--- src/logic/dma_status_pkg.sv ---
// Package with register map, field positions, reset values and event carriers of the DMA status block.
package dma_status_pkg;
  localparam logic [7:0] OFF_TX_QUEUE_PTR = 8'h00;
  localparam logic [7:0] OFF_RX_STATUS = 8'h04;
  localparam logic [7:0] OFF_INT_STATUS = 8'h08;
  localparam logic [7:0] OFF_INT_ENABLE = 8'h0c;
  localparam logic [7:0] OFF_INT_DISABLE = 8'h10;
  localparam logic [7:0] OFF_INT_MASK = 8'h14;
  localparam logic [7:0] OFF_TX_STATUS = 8'h18;
  localparam int RX_BNA_BIT = 0;
  localparam int RX_REC_BIT = 1;
  localparam int RX_OVR_BIT = 2;
  localparam int TX_ACTIVE_BIT = 3;
  localparam int DESC_SHIFT = 3;
  localparam int DESC_IDX_W = 10;
  localparam logic [9:0] DESC_IDX_LAST = 10'h3ff;
  localparam logic [31:0] PTR_RESET = 32'h0000_0000;
  localparam logic [2:0] RX_STATUS_RESET = 3'h0;
  localparam logic [13:0] INT_STATUS_RESET = 14'h0000;
  localparam logic [13:0] INT_MASK_RESET = 14'h3cff;
  localparam logic [13:0] INT_VALID = 14'h3cff;

  // Event pulses from the DMA engine and MAC, packed in interrupt status bit order.
  typedef struct packed {
    logic pause_zero;
    logic pause_received;
    logic bus_error;
    logic receive_overrun;
    logic rsvd9;
    logic rsvd8;
    logic transmit_complete;
    logic transmit_error;
    logic retry_limit;
    logic transmit_underrun;
    logic transmit_used_read;
    logic receive_used_read;
    logic receive_complete;
    logic management_done;
  } int_events_t;

  // Descriptor walk and receive DMA events.
  typedef struct packed {
    logic tx_buf_used;
    logic tx_buf_wrap;
    logic tx_frame_done;
    logic rx_frame_start;
    logic rx_fetch_fail;
    logic rx_fetch_ok;
    logic rx_frame_stored;
  } dma_events_t;
endpackage

--- src/logic/dma_status_regs.sv ---
// DMA status, queue pointer and interrupt registers of the MAC, on an Avalon-MM slave.
//
// Operation
// - Software loads tx pointer; device walks descriptors.
// - Index increments per buffer; wraps at 1024/wrap.
// - Pointer writes accepted only while transmit inactive.
// - Transmit active flag shown in tx status.
// - Pointer read gives current frame's first buffer.
// - Receive status bits clear by writing one.
// - Every failed receive buffer fetch sets bna.
// - After failure, refetch at each frame start.
// - Frame received flag set on stored frame.
// - Overrun sets flag and reclaims buffer.
// - Interrupt status bit layout fixed.
// - Management done sets flag; read clears reported flags.
// - Stored frame sets receive complete.
// - Used descriptor read sets used-read flag.
// - Underrun on late, error, used, pointer write.
// - Buffers exhausted mid-frame sets transmit error.
// - Whole frame transmitted sets transmit complete.
// - Receive overrun status sets overrun interrupt.
// - Bus error response sets bus-error flag.
// - Valid pause frame sets pause received.
// - Pause counter reaching zero sets pause zero.
// - Enable write of one unmasks source.
// - Disable write of one masks source.
// - Mask register shows masked sources.
`timescale 1ns/1ps
module dma_status_regs (
  input wire logic clk, // 100 MHz system clock
  input wire logic rstn, // synchronous reset, active low
  input wire logic [7:0] address, // Avalon byte address
  input wire logic read, // Avalon read request
  input wire logic write, // Avalon write request
  input wire logic [31:0] writedata, // Avalon write data
  input wire logic [3:0] byteenable, // Avalon byte enables
  output logic [31:0] readdata, // Avalon read data
  output logic waitrequest, // Avalon wait request
  input wire dma_status_pkg::int_events_t int_ev, // interrupt source pulses
  input wire dma_status_pkg::dma_events_t dma_ev, // descriptor walk pulses
  input wire logic transmit_active, // transmitter is sending
  output logic [31:0] tx_desc_addr, // descriptor the tx DMA uses now
  output logic rx_refetch, // pulse: reread rx descriptor
  output logic rx_reclaim, // pulse: recover the rx buffer
  output logic irq // interrupt request, active high
);
  import dma_status_pkg::*;

  logic [31:0] base_q;
  logic [9:0] idx_q;
  logic [9:0] frame_idx_q;
  logic [2:0] rx_status_q;
  logic [13:0] int_status_q;
  logic [13:0] mask_q;
  logic tx_active_q;
  logic bna_pending_q;
  logic wait_q;
  logic [31:0] rdata_q;
  logic refetch_q;
  logic reclaim_q;
  logic irq_q;
  logic [31:0] addr_q;
  logic access;
  logic wr;
  logic rd;
  logic [31:0] wdata;
  logic [13:0] int_set;
  logic [2:0] rx_set;
  logic ptr_write;
  logic [31:0] rd_value;

  // The access completes at the edge where waitrequest is sampled low.
  assign access = (read | write) & ~wait_q;
  assign wr = access & write;
  assign rd = access & read;
  // Byte lanes that are not enabled write as zero except to the queue pointer, so they never clear or unmask.
  assign wdata = writedata & {{8{byteenable[3]}}, {8{byteenable[2]}}, {8{byteenable[1]}}, {8{byteenable[0]}}};
  assign ptr_write = wr && address == OFF_TX_QUEUE_PTR && !tx_active_q;

  // One wait state: read data is captured at the first edge and stands at the completing edge.
  always_ff @(posedge clk) begin
    if (!rstn) begin
      wait_q <= 1'b1;
    end else if ((read | write) && wait_q) begin
      wait_q <= 1'b0;
    end else begin
      wait_q <= 1'b1;
    end
  end

  always_comb begin
    rd_value = 32'h0000_0000;
    case (address)
      OFF_TX_QUEUE_PTR: rd_value = base_q + {19'h0, frame_idx_q, 3'h0};
      OFF_RX_STATUS: rd_value = {29'h0, rx_status_q};
      OFF_INT_STATUS: rd_value = {18'h0, int_status_q};
      OFF_INT_MASK: rd_value = {18'h0, mask_q};
      OFF_TX_STATUS: rd_value = {28'h0, tx_active_q, 3'h0};
      default: rd_value = 32'h0000_0000;
    endcase
  end

  always_ff @(posedge clk) begin
    if (!rstn) begin
      rdata_q <= 32'h0000_0000;
    end else if (read && wait_q) begin
      rdata_q <= rd_value;
    end
  end

  always_ff @(posedge clk) begin
    if (!rstn) begin
      tx_active_q <= 1'b0;
    end else begin
      tx_active_q <= transmit_active;
    end
  end

  // Queue pointer: the written base is kept so the wrap returns to it exactly.
  always_ff @(posedge clk) begin
    if (!rstn) begin
      base_q <= PTR_RESET;
    end else if (ptr_write) begin
      base_q <= writedata;
    end
  end

  always_ff @(posedge clk) begin
    if (!rstn) begin
      idx_q <= 10'h000;
      frame_idx_q <= 10'h000;
    end else if (ptr_write) begin
      idx_q <= 10'h000;
      frame_idx_q <= 10'h000;
    end else begin
      if (dma_ev.tx_buf_used) begin
        if (dma_ev.tx_buf_wrap || idx_q == DESC_IDX_LAST) begin
          idx_q <= 10'h000;
        end else begin
          idx_q <= idx_q + 10'h001;
        end
      end
      if (dma_ev.tx_frame_done) begin
        if (dma_ev.tx_buf_used) begin
          frame_idx_q <= (dma_ev.tx_buf_wrap || idx_q == DESC_IDX_LAST) ? 10'h000 : idx_q + 10'h001;
        end else begin
          frame_idx_q <= idx_q;
        end
      end
    end
  end

  always_ff @(posedge clk) begin
    if (!rstn) begin
      addr_q <= PTR_RESET;
    end else begin
      addr_q <= base_q + {19'h0, idx_q, 3'h0};
    end
  end

  // Receive status: hardware set wins over a simultaneous write-one clear.
  assign rx_set = {int_ev.receive_overrun, dma_ev.rx_frame_stored, dma_ev.rx_fetch_fail};

  always_ff @(posedge clk) begin
    if (!rstn) begin
      rx_status_q <= RX_STATUS_RESET;
    end else if (wr && address == OFF_RX_STATUS) begin
      rx_status_q <= (rx_status_q & ~wdata[2:0]) | rx_set;
    end else begin
      rx_status_q <= rx_status_q | rx_set;
    end
  end

  // A failed fetch leaves the receive DMA waiting; it rereads at every new frame.
  always_ff @(posedge clk) begin
    if (!rstn) begin
      bna_pending_q <= 1'b0;
    end else if (dma_ev.rx_fetch_fail) begin
      bna_pending_q <= 1'b1;
    end else if (dma_ev.rx_fetch_ok) begin
      bna_pending_q <= 1'b0;
    end
  end

  always_ff @(posedge clk) begin
    if (!rstn) begin
      refetch_q <= 1'b0;
      reclaim_q <= 1'b0;
    end else begin
      refetch_q <= bna_pending_q & dma_ev.rx_frame_start;
      reclaim_q <= int_ev.receive_overrun;
    end
  end

  // Interrupt status: only bits returned by the read are cleared, so an event
  // that lands between capture and completion is kept.
  always_comb begin
    int_set = int_ev & INT_VALID;
    int_set[RX_OVR_BIT + 8] = int_ev.receive_overrun | rx_set[RX_OVR_BIT];
    int_set[4] = int_ev.transmit_underrun | ptr_write;
  end

  always_ff @(posedge clk) begin
    if (!rstn) begin
      int_status_q <= INT_STATUS_RESET;
    end else if (rd && address == OFF_INT_STATUS) begin
      int_status_q <= (int_status_q & ~rdata_q[13:0]) | int_set;
    end else begin
      int_status_q <= int_status_q | int_set;
    end
  end

  always_ff @(posedge clk) begin
    if (!rstn) begin
      mask_q <= INT_MASK_RESET;
    end else if (wr && address == OFF_INT_ENABLE) begin
      mask_q <= mask_q & ~(wdata[13:0] & INT_VALID);
    end else if (wr && address == OFF_INT_DISABLE) begin
      mask_q <= mask_q | (wdata[13:0] & INT_VALID);
    end
  end

  always_ff @(posedge clk) begin
    if (!rstn) begin
      irq_q <= 1'b0;
    end else begin
      irq_q <= |(int_status_q & ~mask_q);
    end
  end

  assign readdata = rdata_q;
  assign waitrequest = wait_q;
  assign tx_desc_addr = addr_q;
  assign rx_refetch = refetch_q;
  assign rx_reclaim = reclaim_q;
  assign irq = irq_q;
endmodule

--- config.mk ---
export PLATFORM = sky130hd
export DESIGN_NAME = dma_status_regs
export DESIGN_NICKNAME = d
export VERILOG_FILES = /design/src/logic/dma_status_pkg.sv /design/src/logic/dma_status_regs.sv
export SDC_FILE = /design/constraint.sdc
export NUM_CORES = 1
export LEC_CHECK = 0
export BUFFER_PORTS_ARGS = -buffer_cell sky130_fd_sc_hd__buf_4
export CAP_MARGIN = 0
export CORE_MARGIN = 5
export CORE_UTILIZATION = 28
export CTS_CLUSTER_DIAMETER = 150
export CTS_CLUSTER_SIZE = 10
export DETAILED_ROUTE_END_ITERATION = 8
export PLACE_DENSITY = 0.48
export SYNTH_ARGS = -nofsm -noshare
export SYNTH_HDL_FRONTEND = slang
export SYNTH_SLANG_ARGS = --single-unit
--- constraint.sdc ---
create_clock -name clk -period 5.16 [get_ports clk]
set_clock_uncertainty 0.1 [all_clocks]
set_input_delay 0.258 -clock clk [delete_from_list [all_inputs] [get_ports clk]]
set_output_delay 0.258 -clock clk [all_outputs]
set_load 0.005 [all_outputs]
# ---- Yosys cells after proc, flatten, opt, wreduce, memory -nomap -nowiden
# Cells that the tools add are included.
dict set report totals {
  regBits 153
  word_cells 71
  out_inout_bits 68
  in_bits 70
}
dict set report op_classes {
  n_eq_ne 7
  bitwise_logic 22
  reduce_logical 15
  n_mux 10
  add_sub_neg 3
}
# operator n
set ops {}
lappend ops {{case mux 32 bit (5 select lines)} 1}
lappend ops {{adder 32 x 13 -> 32 bit} 2}
lappend ops {{bitwise AND 14 bit} 4}
lappend ops {{2-to-1 mux 14 bit} 3}
lappend ops {{inverter 14 bit} 3}
lappend ops {{bitwise OR 14 bit} 3}
lappend ops {{equality test 8 x 5 -> 1 bit (second input constant)} 3}
lappend ops {{2-to-1 mux 10 bit} 2}
lappend ops {{equality test 8 x 4 -> 1 bit (second input constant)} 2}
lappend ops {{OR reduction 14 bit} 1}
lappend ops {{adder 10 x 1 -> 10 bit (second input constant)} 1}
lappend ops {{equality test 10 bit (second input constant)} 1}
lappend ops {{equality test 8 x 3 -> 1 bit (second input constant)} 1}
lappend ops {{logical AND 1 bit} 8}
lappend ops {{zero test 8 bit} 1}
lappend ops {{bitwise OR 3 bit} 2}
lappend ops {{bitwise AND 1 bit} 4}
lappend ops {{nonzero test 2 bit} 2}
lappend ops {{bitwise AND 3 bit} 1}
lappend ops {{2-to-1 mux 1 bit} 3}
lappend ops {{2-to-1 mux 3 bit} 1}
lappend ops {{inverter 3 bit} 1}
lappend ops {{inverter 1 bit} 2}
lappend ops {{bitwise OR 1 bit} 2}
lappend ops {{3 further kinds} 3}

# ---- Logic depth before layout (Yosys ltp)
# Gate-level depths: netlist (run 1).
dict set report depth {
  depth_word 8
  mapped_depth 9
  mapped_depth_nobuf 8
}

# ---- Worst setup path before layout (run 1)
# Ideal clock, no wire load.
dict set report synth_timing {
  path_kind {register to register}
  start {register base_q[3]}
  end {register rdata_q[31], in the netlist readdata[31]}
  required_ns 4.936
  stages_incl_launch_ff 9
  setup_ns 0.124
  period_less_slack_ns 2.480
  arrival_time_ns 2.256
  slack_ns 2.680
  path_cell_list {dfxtp_1 > ha_1 > fa_1 > a211oi_1 > o32ai_1 > o31ai_2 > nor3b_1 > xnor2_1 > o21ai_0}
}
dict set report synth_between {
  elab_chain_cells 2
}
# item line
set synth_lines {}
lappend synth_lines {{start, declared} dma_status_regs.sv:49} ;# logic [31:0] base_q;
lappend synth_lines {{start signal, assigned} dma_status_regs.sv:124} ;# base_q <= writedata;
lappend synth_lines {{adder 32 x 13 -> 32 bit} dma_status_regs.sv:94} ;# OFF_TX_QUEUE_PTR: rd_value = base_q + {19'h0, frame_idx_q, 3'h0};
lappend synth_lines {{case mux 32 bit (5 select lines)} dma_status_regs.sv:93} ;# case (address)
lappend synth_lines {{end signal, assigned} dma_status_regs.sv:107} ;# rdata_q <= rd_value;
lappend synth_lines {{end, declared} dma_status_regs.sv:58} ;# logic [31:0] rdata_q;
# No other way between the ends.
# A chain may end at the register's enable or synchronous reset.

# ---- Final worst setup path (run 1)
dict set report layout_timing {
  start {register base_q[3]}
  end {register rdata_q[25], in the netlist readdata[25]}
}
# Same word-level chain as after synthesis.

==> run_results.csv, run 1 <==
group,metric,value,unit
cts,clk_latency,430,ps
power_and_ir_drop,pwr_density_cell,279,nW/um^2
critical_path,path_buf_inv,0,
floorplanning,floorplan.initialDensity,0.284,
place,routabilityCongestion,0.812,
job,cap_violations,0,
power_and_ir_drop,pwr-share-comb,0.057,
critical_path,cp.required,5360,ps
floorplanning,core-area,25000,um^2
cts,cts_sinks,151,
logic_synthesis,ys.flop_type,"dfxtp_1",
detailed_routing,totalWireLength,23.0,mm
floorplanning,io_pins,138,
logic_synthesis,synth_edf_count,0,
global_route,antenna_found_initial,0,
finish,diodes,0,
logic_synthesis,ys_seq_area_frac,0.426,
logic_synthesis,synth_top_area_frac,0.426,
power_and_ir_drop,peakVddDrop,0.176,mV
sta,timing.slew.headroom,0.324,
power_and_ir_drop,seqPwrFrac,0.455,
power_and_ir_drop,power_frac_clock,0.488,
logic_synthesis,synth_cell_types,64,
finish,syn_to_final_growth,32.0,%
finish,multi_input_area,3770,um^2
sta,hold_viol,0,
detailed_routing,via_count,6609,
worst_hold_path,hp-class,"input port to flip-flop",
sta,finalCritPeriodShare,0.606,
logic_synthesis,syn_inst,868,
worst_hold_path,hp-start,"writedata[14]",
power_and_ir_drop,switching_share,0.244,
sta,finalCriticalPeriod,3130,ps
logic_synthesis,yosys.area.top_type,"dfxtp_1",
finish,regArea,3020,um^2
power_and_ir_drop,p_leak,0.00363,uW
floorplanning,die-area,28600,um^2
sta,tightest_slew,1010,ps
cts,cts_buffers,17,
detailed_routing,drt_iter0_markers,445,
critical_path,crit_chain,"ha_1 > fa_1 > a211oi_1 > o32ai_1 > o31ai_2 > nor2_1 > xnor2_1 > o21ai_0",
critical_path,critPathKind,"flip-flop to flip-flop",
floorplanning,dieWidth,169,um
logic_synthesis,avgSynthCellArea,8.18,um^2
sta,setup_viol,0,
critical_path,cp-start-kind,"flip-flop",
sta,fmax,0.320,GHz
cts,cts_repair_resize_count,0,
cts,cts.path.max_buffers,2,
global_route,grt_pass1_vias,6514,
critical_path,slowest_stage,"o31ai_2",
power_and_ir_drop,p_int,1980,uW
critical_path,critPathLaunch,"base_q[3]",
critical_path,max_stage_delay,740,ps
cts,htreeDepth,4,
cts,cts_tree,"built",
critical_path,r2r_start,"base_q[3]",
sta,drv_slew,0,
global_route,grtUsageTotal,0.160,
detailed_routing,vias_per_cell,4.85,
global_route,grt_first_pass_wirelength,36.6,mm
critical_path,cp_top_family,"compound AO/OA/AOI/OAI gates",
sta,finalSetupTns,0,ps
finish,nFillCells,2601,
critical_path,setup.worst_path.end_class,"flip-flop",
critical_path,crit_arrival,3330,ps
power_and_ir_drop,p_switching,638,uW
detailed_routing,route.detailed.drc,0,
logic_synthesis,ys_top_cells_by_area,"dfxtp_1 43%, nand2_1 8.1%, a21oi_1 6.8%",
cts,root_buffer,"clkbuf_16",
floorplanning,rows,58,
place,portBuffers,133,
logic_synthesis,netlist_area,7100,um^2
critical_path,crit_path_max_fanout,9,
finish,drive_above_1_share,0.182,
logic_synthesis,yosys_warnings,0,
outcome,status,"complete, no violations",
finish,fin_nets,1112,
logic_synthesis,ys_ff_latch,151,
cts,post-cts-setup-buffers,0,
detailed_routing,routedWlPerCell,16.9,um
sta,rsz0062_at_grt,"false",
cts,path_clk_slew,70,ps
floorplanning,die_h,169,um
logic_synthesis,async_flop_share,0,
finish,fin_util,0.374,
global_route,grt_max_degree,57,
logic_synthesis,syn_nets,961,
detailed_routing,first_pass_iters,6,
place,dp_hpwl,16.6,mm
detailed_routing,postRouteAntennaNets,0,
global_route,grt_overflow_total,0,
cell families after synthesis:
kind of cell    Yosys count  synth area share
compound gates          226             0.195
buf+inv                  74            0.0428
mux                      16            0.0229
xor+xnor                 42            0.0518
flops                   151             0.426
simple gates            336             0.219
fa+ha+maj                23            0.0427
cells in the mapped netlist (3+ instances only):
library cell    n
nand2_1       153
dfxtp_1       151
a21oi_1        96
nor2_1         71
o21ai_0        45
clkbuf_1       38
xnor2_1        34
ha_1           21
inv_1          21
nor3_1         18
and2_1         15
mux2i_1        14
nand3_1        14
nand4_1        11
a211oi_1       10
or3_1          10
buf_2           9
and3_1          8
o22ai_1         8
xor2_1          8
nor2b_1         7
o211ai_1        7
o31ai_1         7
a221oi_1        6
nand2b_1        6
a21o_1          5
a22oi_1         5
a2111oi_0       4
buf_4           4
nor4_1          4
o21bai_1        4
or4_1           4
a21boi_0        3
a41oi_1         3
or2_2           3
path summary, 6_finish.rpt:
path / slack [ps] / depth (start not counted) / end
setup / recovery: 2030 / 8 / readdata[25]
hold / removal: 5 / 3 / base_q[14]
setup reg to reg: 2030 / 8 / readdata[25]
hold reg to reg: 350 / 2 / int_status_q[8]
through the flow:
step           power, uW  hold slack [ps]  cells  worst slack (ps)  area, um^2
2_1_floorplan       1270              254    868              2680        7100
3_3_place_gp        1340              343   1289              2110        8360
3_5_place_dp        1340              344   1289              2040        8360
4_1_cts             2640            0.190   1362              2020        9370
5_1_grt             2700             3.16   1362              1780        9370
6_report            2610             5.48   1362              2030        9370
routing by layer:
layer	part of all wire	up-vias	global-route usage
met2	0.47	153	0.266
li1	-	3344	-
met1	0.47	3088	0.217
met5	0	-	0
met3	0.047	24	0.0317
met4	0.012	0	0.0371
power by group through the flow:
stage | registers (uW) | logic, uW | clock network [uW]
floorplan | 1210 | 54.6 | 0
global placement | 1220 | 125 | 0
detailed placement | 1220 | 125 | 0
CTS | 1190 | 151 | 1300
global route | 1190 | 165 | 1350
finish | 1190 | 149 | 1280
state kept, by name, indices dropped and copies added, names as in the netlist, named ones only:
name and count:
readdata 32, rx_refetch 1, rx_status_q 3, tx_desc_addr 32, waitrequest 1, frame_idx_q 10, int_status_q 14, idx_q 10
base_q 32, tx_active_q 1, irq 1, bna_pending_q 1, rx_reclaim 1
final cells by class:
class,instances,share of cell area
Sequential cell,151,0.323
Clock inverter,15,0.0179
Timing Repair Buffer,183,0.158
Tap cell,330,0.0441
Inverter,23,0.00922
Multi-Input combinational cell,643,0.403
Clock buffer,17,0.0454
what timing repair did:
item	in CTS	in global routing
hold endpoints to repair	45	0
hold buffers	41	0
endpoints found under the setup margin	0	0
tightest hold or removal path, stage by stage:
cell	delay, ps
buf_4	110
nand2_1	60
a21oi_1	60
cells in the final DEF (no fill, tap or decap), types with 17 or more instances in the layout:
| master | instances |
|---|---|
| a21oi_1 | 95 |
| buf_4 | 142 |
| clkbuf_16 | 17 |
| dfxtp_1 | 151 |
| dlygate4sd3_1 | 41 |
| ha_1 | 21 |
| inv_1 | 21 |
| nand2_1 | 153 |
| nor2_1 | 71 |
| nor3_1 | 18 |
| o21ai_0 | 45 |
| xnor2_1 | 34 |
No activity file was read; power rests on OpenSTA's default activity.
==> run 2: changes to the inputs <==
--- a/config.mk
+++ b/config.mk
@@ -12,7 +12,7 @@
 export CTS_CLUSTER_DIAMETER = 150
 export CTS_CLUSTER_SIZE = 10
 export DETAILED_ROUTE_END_ITERATION = 8
-export PLACE_DENSITY = 0.48
+export PLACE_DENSITY = 0.5
 export SYNTH_ARGS = -nofsm -noshare
 export SYNTH_HDL_FRONTEND = slang
 export SYNTH_SLANG_ARGS = --single-unit
==> constraint.sdc (replaced) <==
create_clock -name clk -period 2.8 [get_ports clk]
set_clock_uncertainty 0.1 [all_clocks]
set_input_delay 0.14 -clock clk [delete_from_list [all_inputs] [get_ports clk]]
set_output_delay 0.14 -clock clk [all_outputs]
set_load 0.005 [all_outputs]
==> run_results.csv, run 2 (synthesis results as in run 1) <==
group,metric,value,unit
detailed_routing,via_count,6665,
cts,cts.path.max_buffers,2,
place,portBuffers,133,
place,routabilityCongestion,0.859,
outcome,status,"complete, no violations",
place,dp_cells,1300,
cts,cts_sinks,151,
cts,htreeDepth,4,
detailed_routing,postRouteAntennaNets,0,
cts,cts_tree,"built",
detailed_routing,route.detailed.drc,0,
finish,final_common_cell,"nand2_1",
sta,finalSetupTns,0,ps
critical_path,setup.worst_path.end_class,"flip-flop",
sta,tightest_slew,526,ps
power_and_ir_drop,power_frac_clock,0.501,
floorplanning,rows,58,
floorplanning,floorplan.initialDensity,0.284,
critical_path,crit_arrival,2780,ps
global_route,grt_max_degree,81,
cts,root_buffer,"clkbuf_16",
detailed_routing,routedWlPerCell,16.5,um
finish,syn_to_final_growth,36.2,%
floorplanning,core-area,25000,um^2
cts,cts_buffers,17,
global_route,grt_pass1_vias,6497,
worst_hold_path,hp-class,"input port to flip-flop",
cts,clk_latency,420,ps
finish,final_cell_mix,"153 x nand2_1, 151 x dfxtp_1, 151 x buf_4, 95 x a21oi_1, 71 x nor2_1",
job,cap_violations,0,
floorplanning,io_pins,138,
power_and_ir_drop,p_switching,1130,uW
detailed_routing,vias_per_cell,4.81,
detailed_routing,drt_iter0_markers,388,
sta,setup_viol,0,
floorplanning,dieWidth,169,um
power_and_ir_drop,pwr_density_cell,515,nW/um^2
global_route,grtUsageTotal,0.159,
power_and_ir_drop,peakVddDrop,0.381,mV
global_route,grt_first_pass_wirelength,36.1,mm
sta,hold_viol,0,
finish,fin_cells,1387,
cts,post-cts-setup-buffers,0,
critical_path,crit_path_max_fanout,9,
floorplanning,die-area,28600,um^2
finish,fin_nets,1137,
sta,fmax,0.388,GHz
sta,finalCritPeriodShare,0.920,
sta,finalCriticalPeriod,2580,ps
critical_path,critPathKind,"flip-flop to flip-flop",
sta,drv_slew,0,
place,dp_hpwl,16.5,mm
finish,fin_util,0.386,
floorplanning,die_h,169,um
finish,nFillCells,2649,
power_and_ir_drop,power,4980,uW
global_route,grt_overflow_total,0,
finish,drive_above_1_share,0.190,
detailed_routing,totalWireLength,22.9,mm
power_and_ir_drop,p_int,3850,uW
cts,path_clk_slew,60,ps
global_route,antenna_found_initial,0,
detailed_routing,first_pass_iters,5,
critical_path,cp-start-kind,"flip-flop",
finish,diodes,0,
sta,timing.slew.headroom,0.640,
power_and_ir_drop,pwr-share-comb,0.059,
power_and_ir_drop,seqPwrFrac,0.440,
power_and_ir_drop,switching_share,0.227,
critical_path,cp.required,3000,ps
sta,rsz0062_at_grt,"false",
power_and_ir_drop,p_leak,0.00379,uW
[run 2: changes by cell type in the layout (fill, tap and decap cells not counted), moves of 3 or more]
| cell | change |
|---|---|
| buf_4 | +9 |
| clkinv_4 | +3 |
| clkinvlp_4 | -3 |
| dlygate4sd3_1 | +14 |
| inv_6 | -5 |
[run 2: routing by layer]
layer  GRT usage  up-vias  wire [um]  part of all wire
met5           0        -          0                 0
met4      0.0375        0        205            0.0090
met3      0.0300       11       1160             0.051
met2       0.260      159      10700              0.47
met1       0.219     3102      10800              0.47
li1            -     3393          -                 -
[run 2: power groups by stage]
| stage | sequential [uW] | clock [uW] | combinational (uW) |
|---|---|---|---|
| CTS | 2190 | 2550 | 300 |
| finish | 2190 | 2490 | 296 |
| floorplan | 2230 | 0 | 101 |
| detailed placement | 2240 | 0 | 236 |
| global route | 2190 | 2640 | 325 |
| global placement | 2240 | 0 | 235 |
[run 2: final cells by class]
cell class / instances / area [um^2] / share of cell area
clock buffer: 18 / 439 / 0.0454
clock inverter: 14 / 198 / 0.0204
inverter: 23 / 86.3 / 0.00893
multi-input combinational: 643 / 3790 / 0.392
sequential: 151 / 3020 / 0.313
tap: 330 / 413 / 0.0427
timing repair buffer: 208 / 1720 / 0.178
[run 2: path summary, 6_finish.rpt]
check / end / depth (start not counted) / slack, ps / from
setup / recovery: readdata[30] / 8 / 220 / base_q[5]
hold / removal: flip-flop / 2 / 20 / rstn
setup reg to reg: readdata[30] / 8 / 220 / base_q[5]
hold reg to reg: readdata[26] / 2 / 350 / readdata[26]
[run 2: metrics by stage]
step / hold WS, ps / setup slack [ps] / instance area (um^2)
after global placement: 246 / 228 / 8470
after floorplan: 136 / 320 / 7100
after global routing: 22.8 / 55.0 / 9670
after CTS: 6.56 / 154 / 9660
final: 15.6 / 223 / 9670
after detailed placement: 251 / 187 / 8470
[run 2: worst max-delay path: stages (launching register included)]
cell,delay [ps]
dfxtp_1,360
ha_1,390
o21ai_0,110
o21bai_1,320
o311ai_1,150
buf_4,200
a2111oi_0,540
xnor2_1,180
o21ai_0,90
[run 2: what timing repair did]
item                                    in CTS  in global routing
gates resized for setup                      0                  2
hold endpoints to repair                    69                  0
endpoints found under the setup margin       0                  9
hold buffers                                55                  0
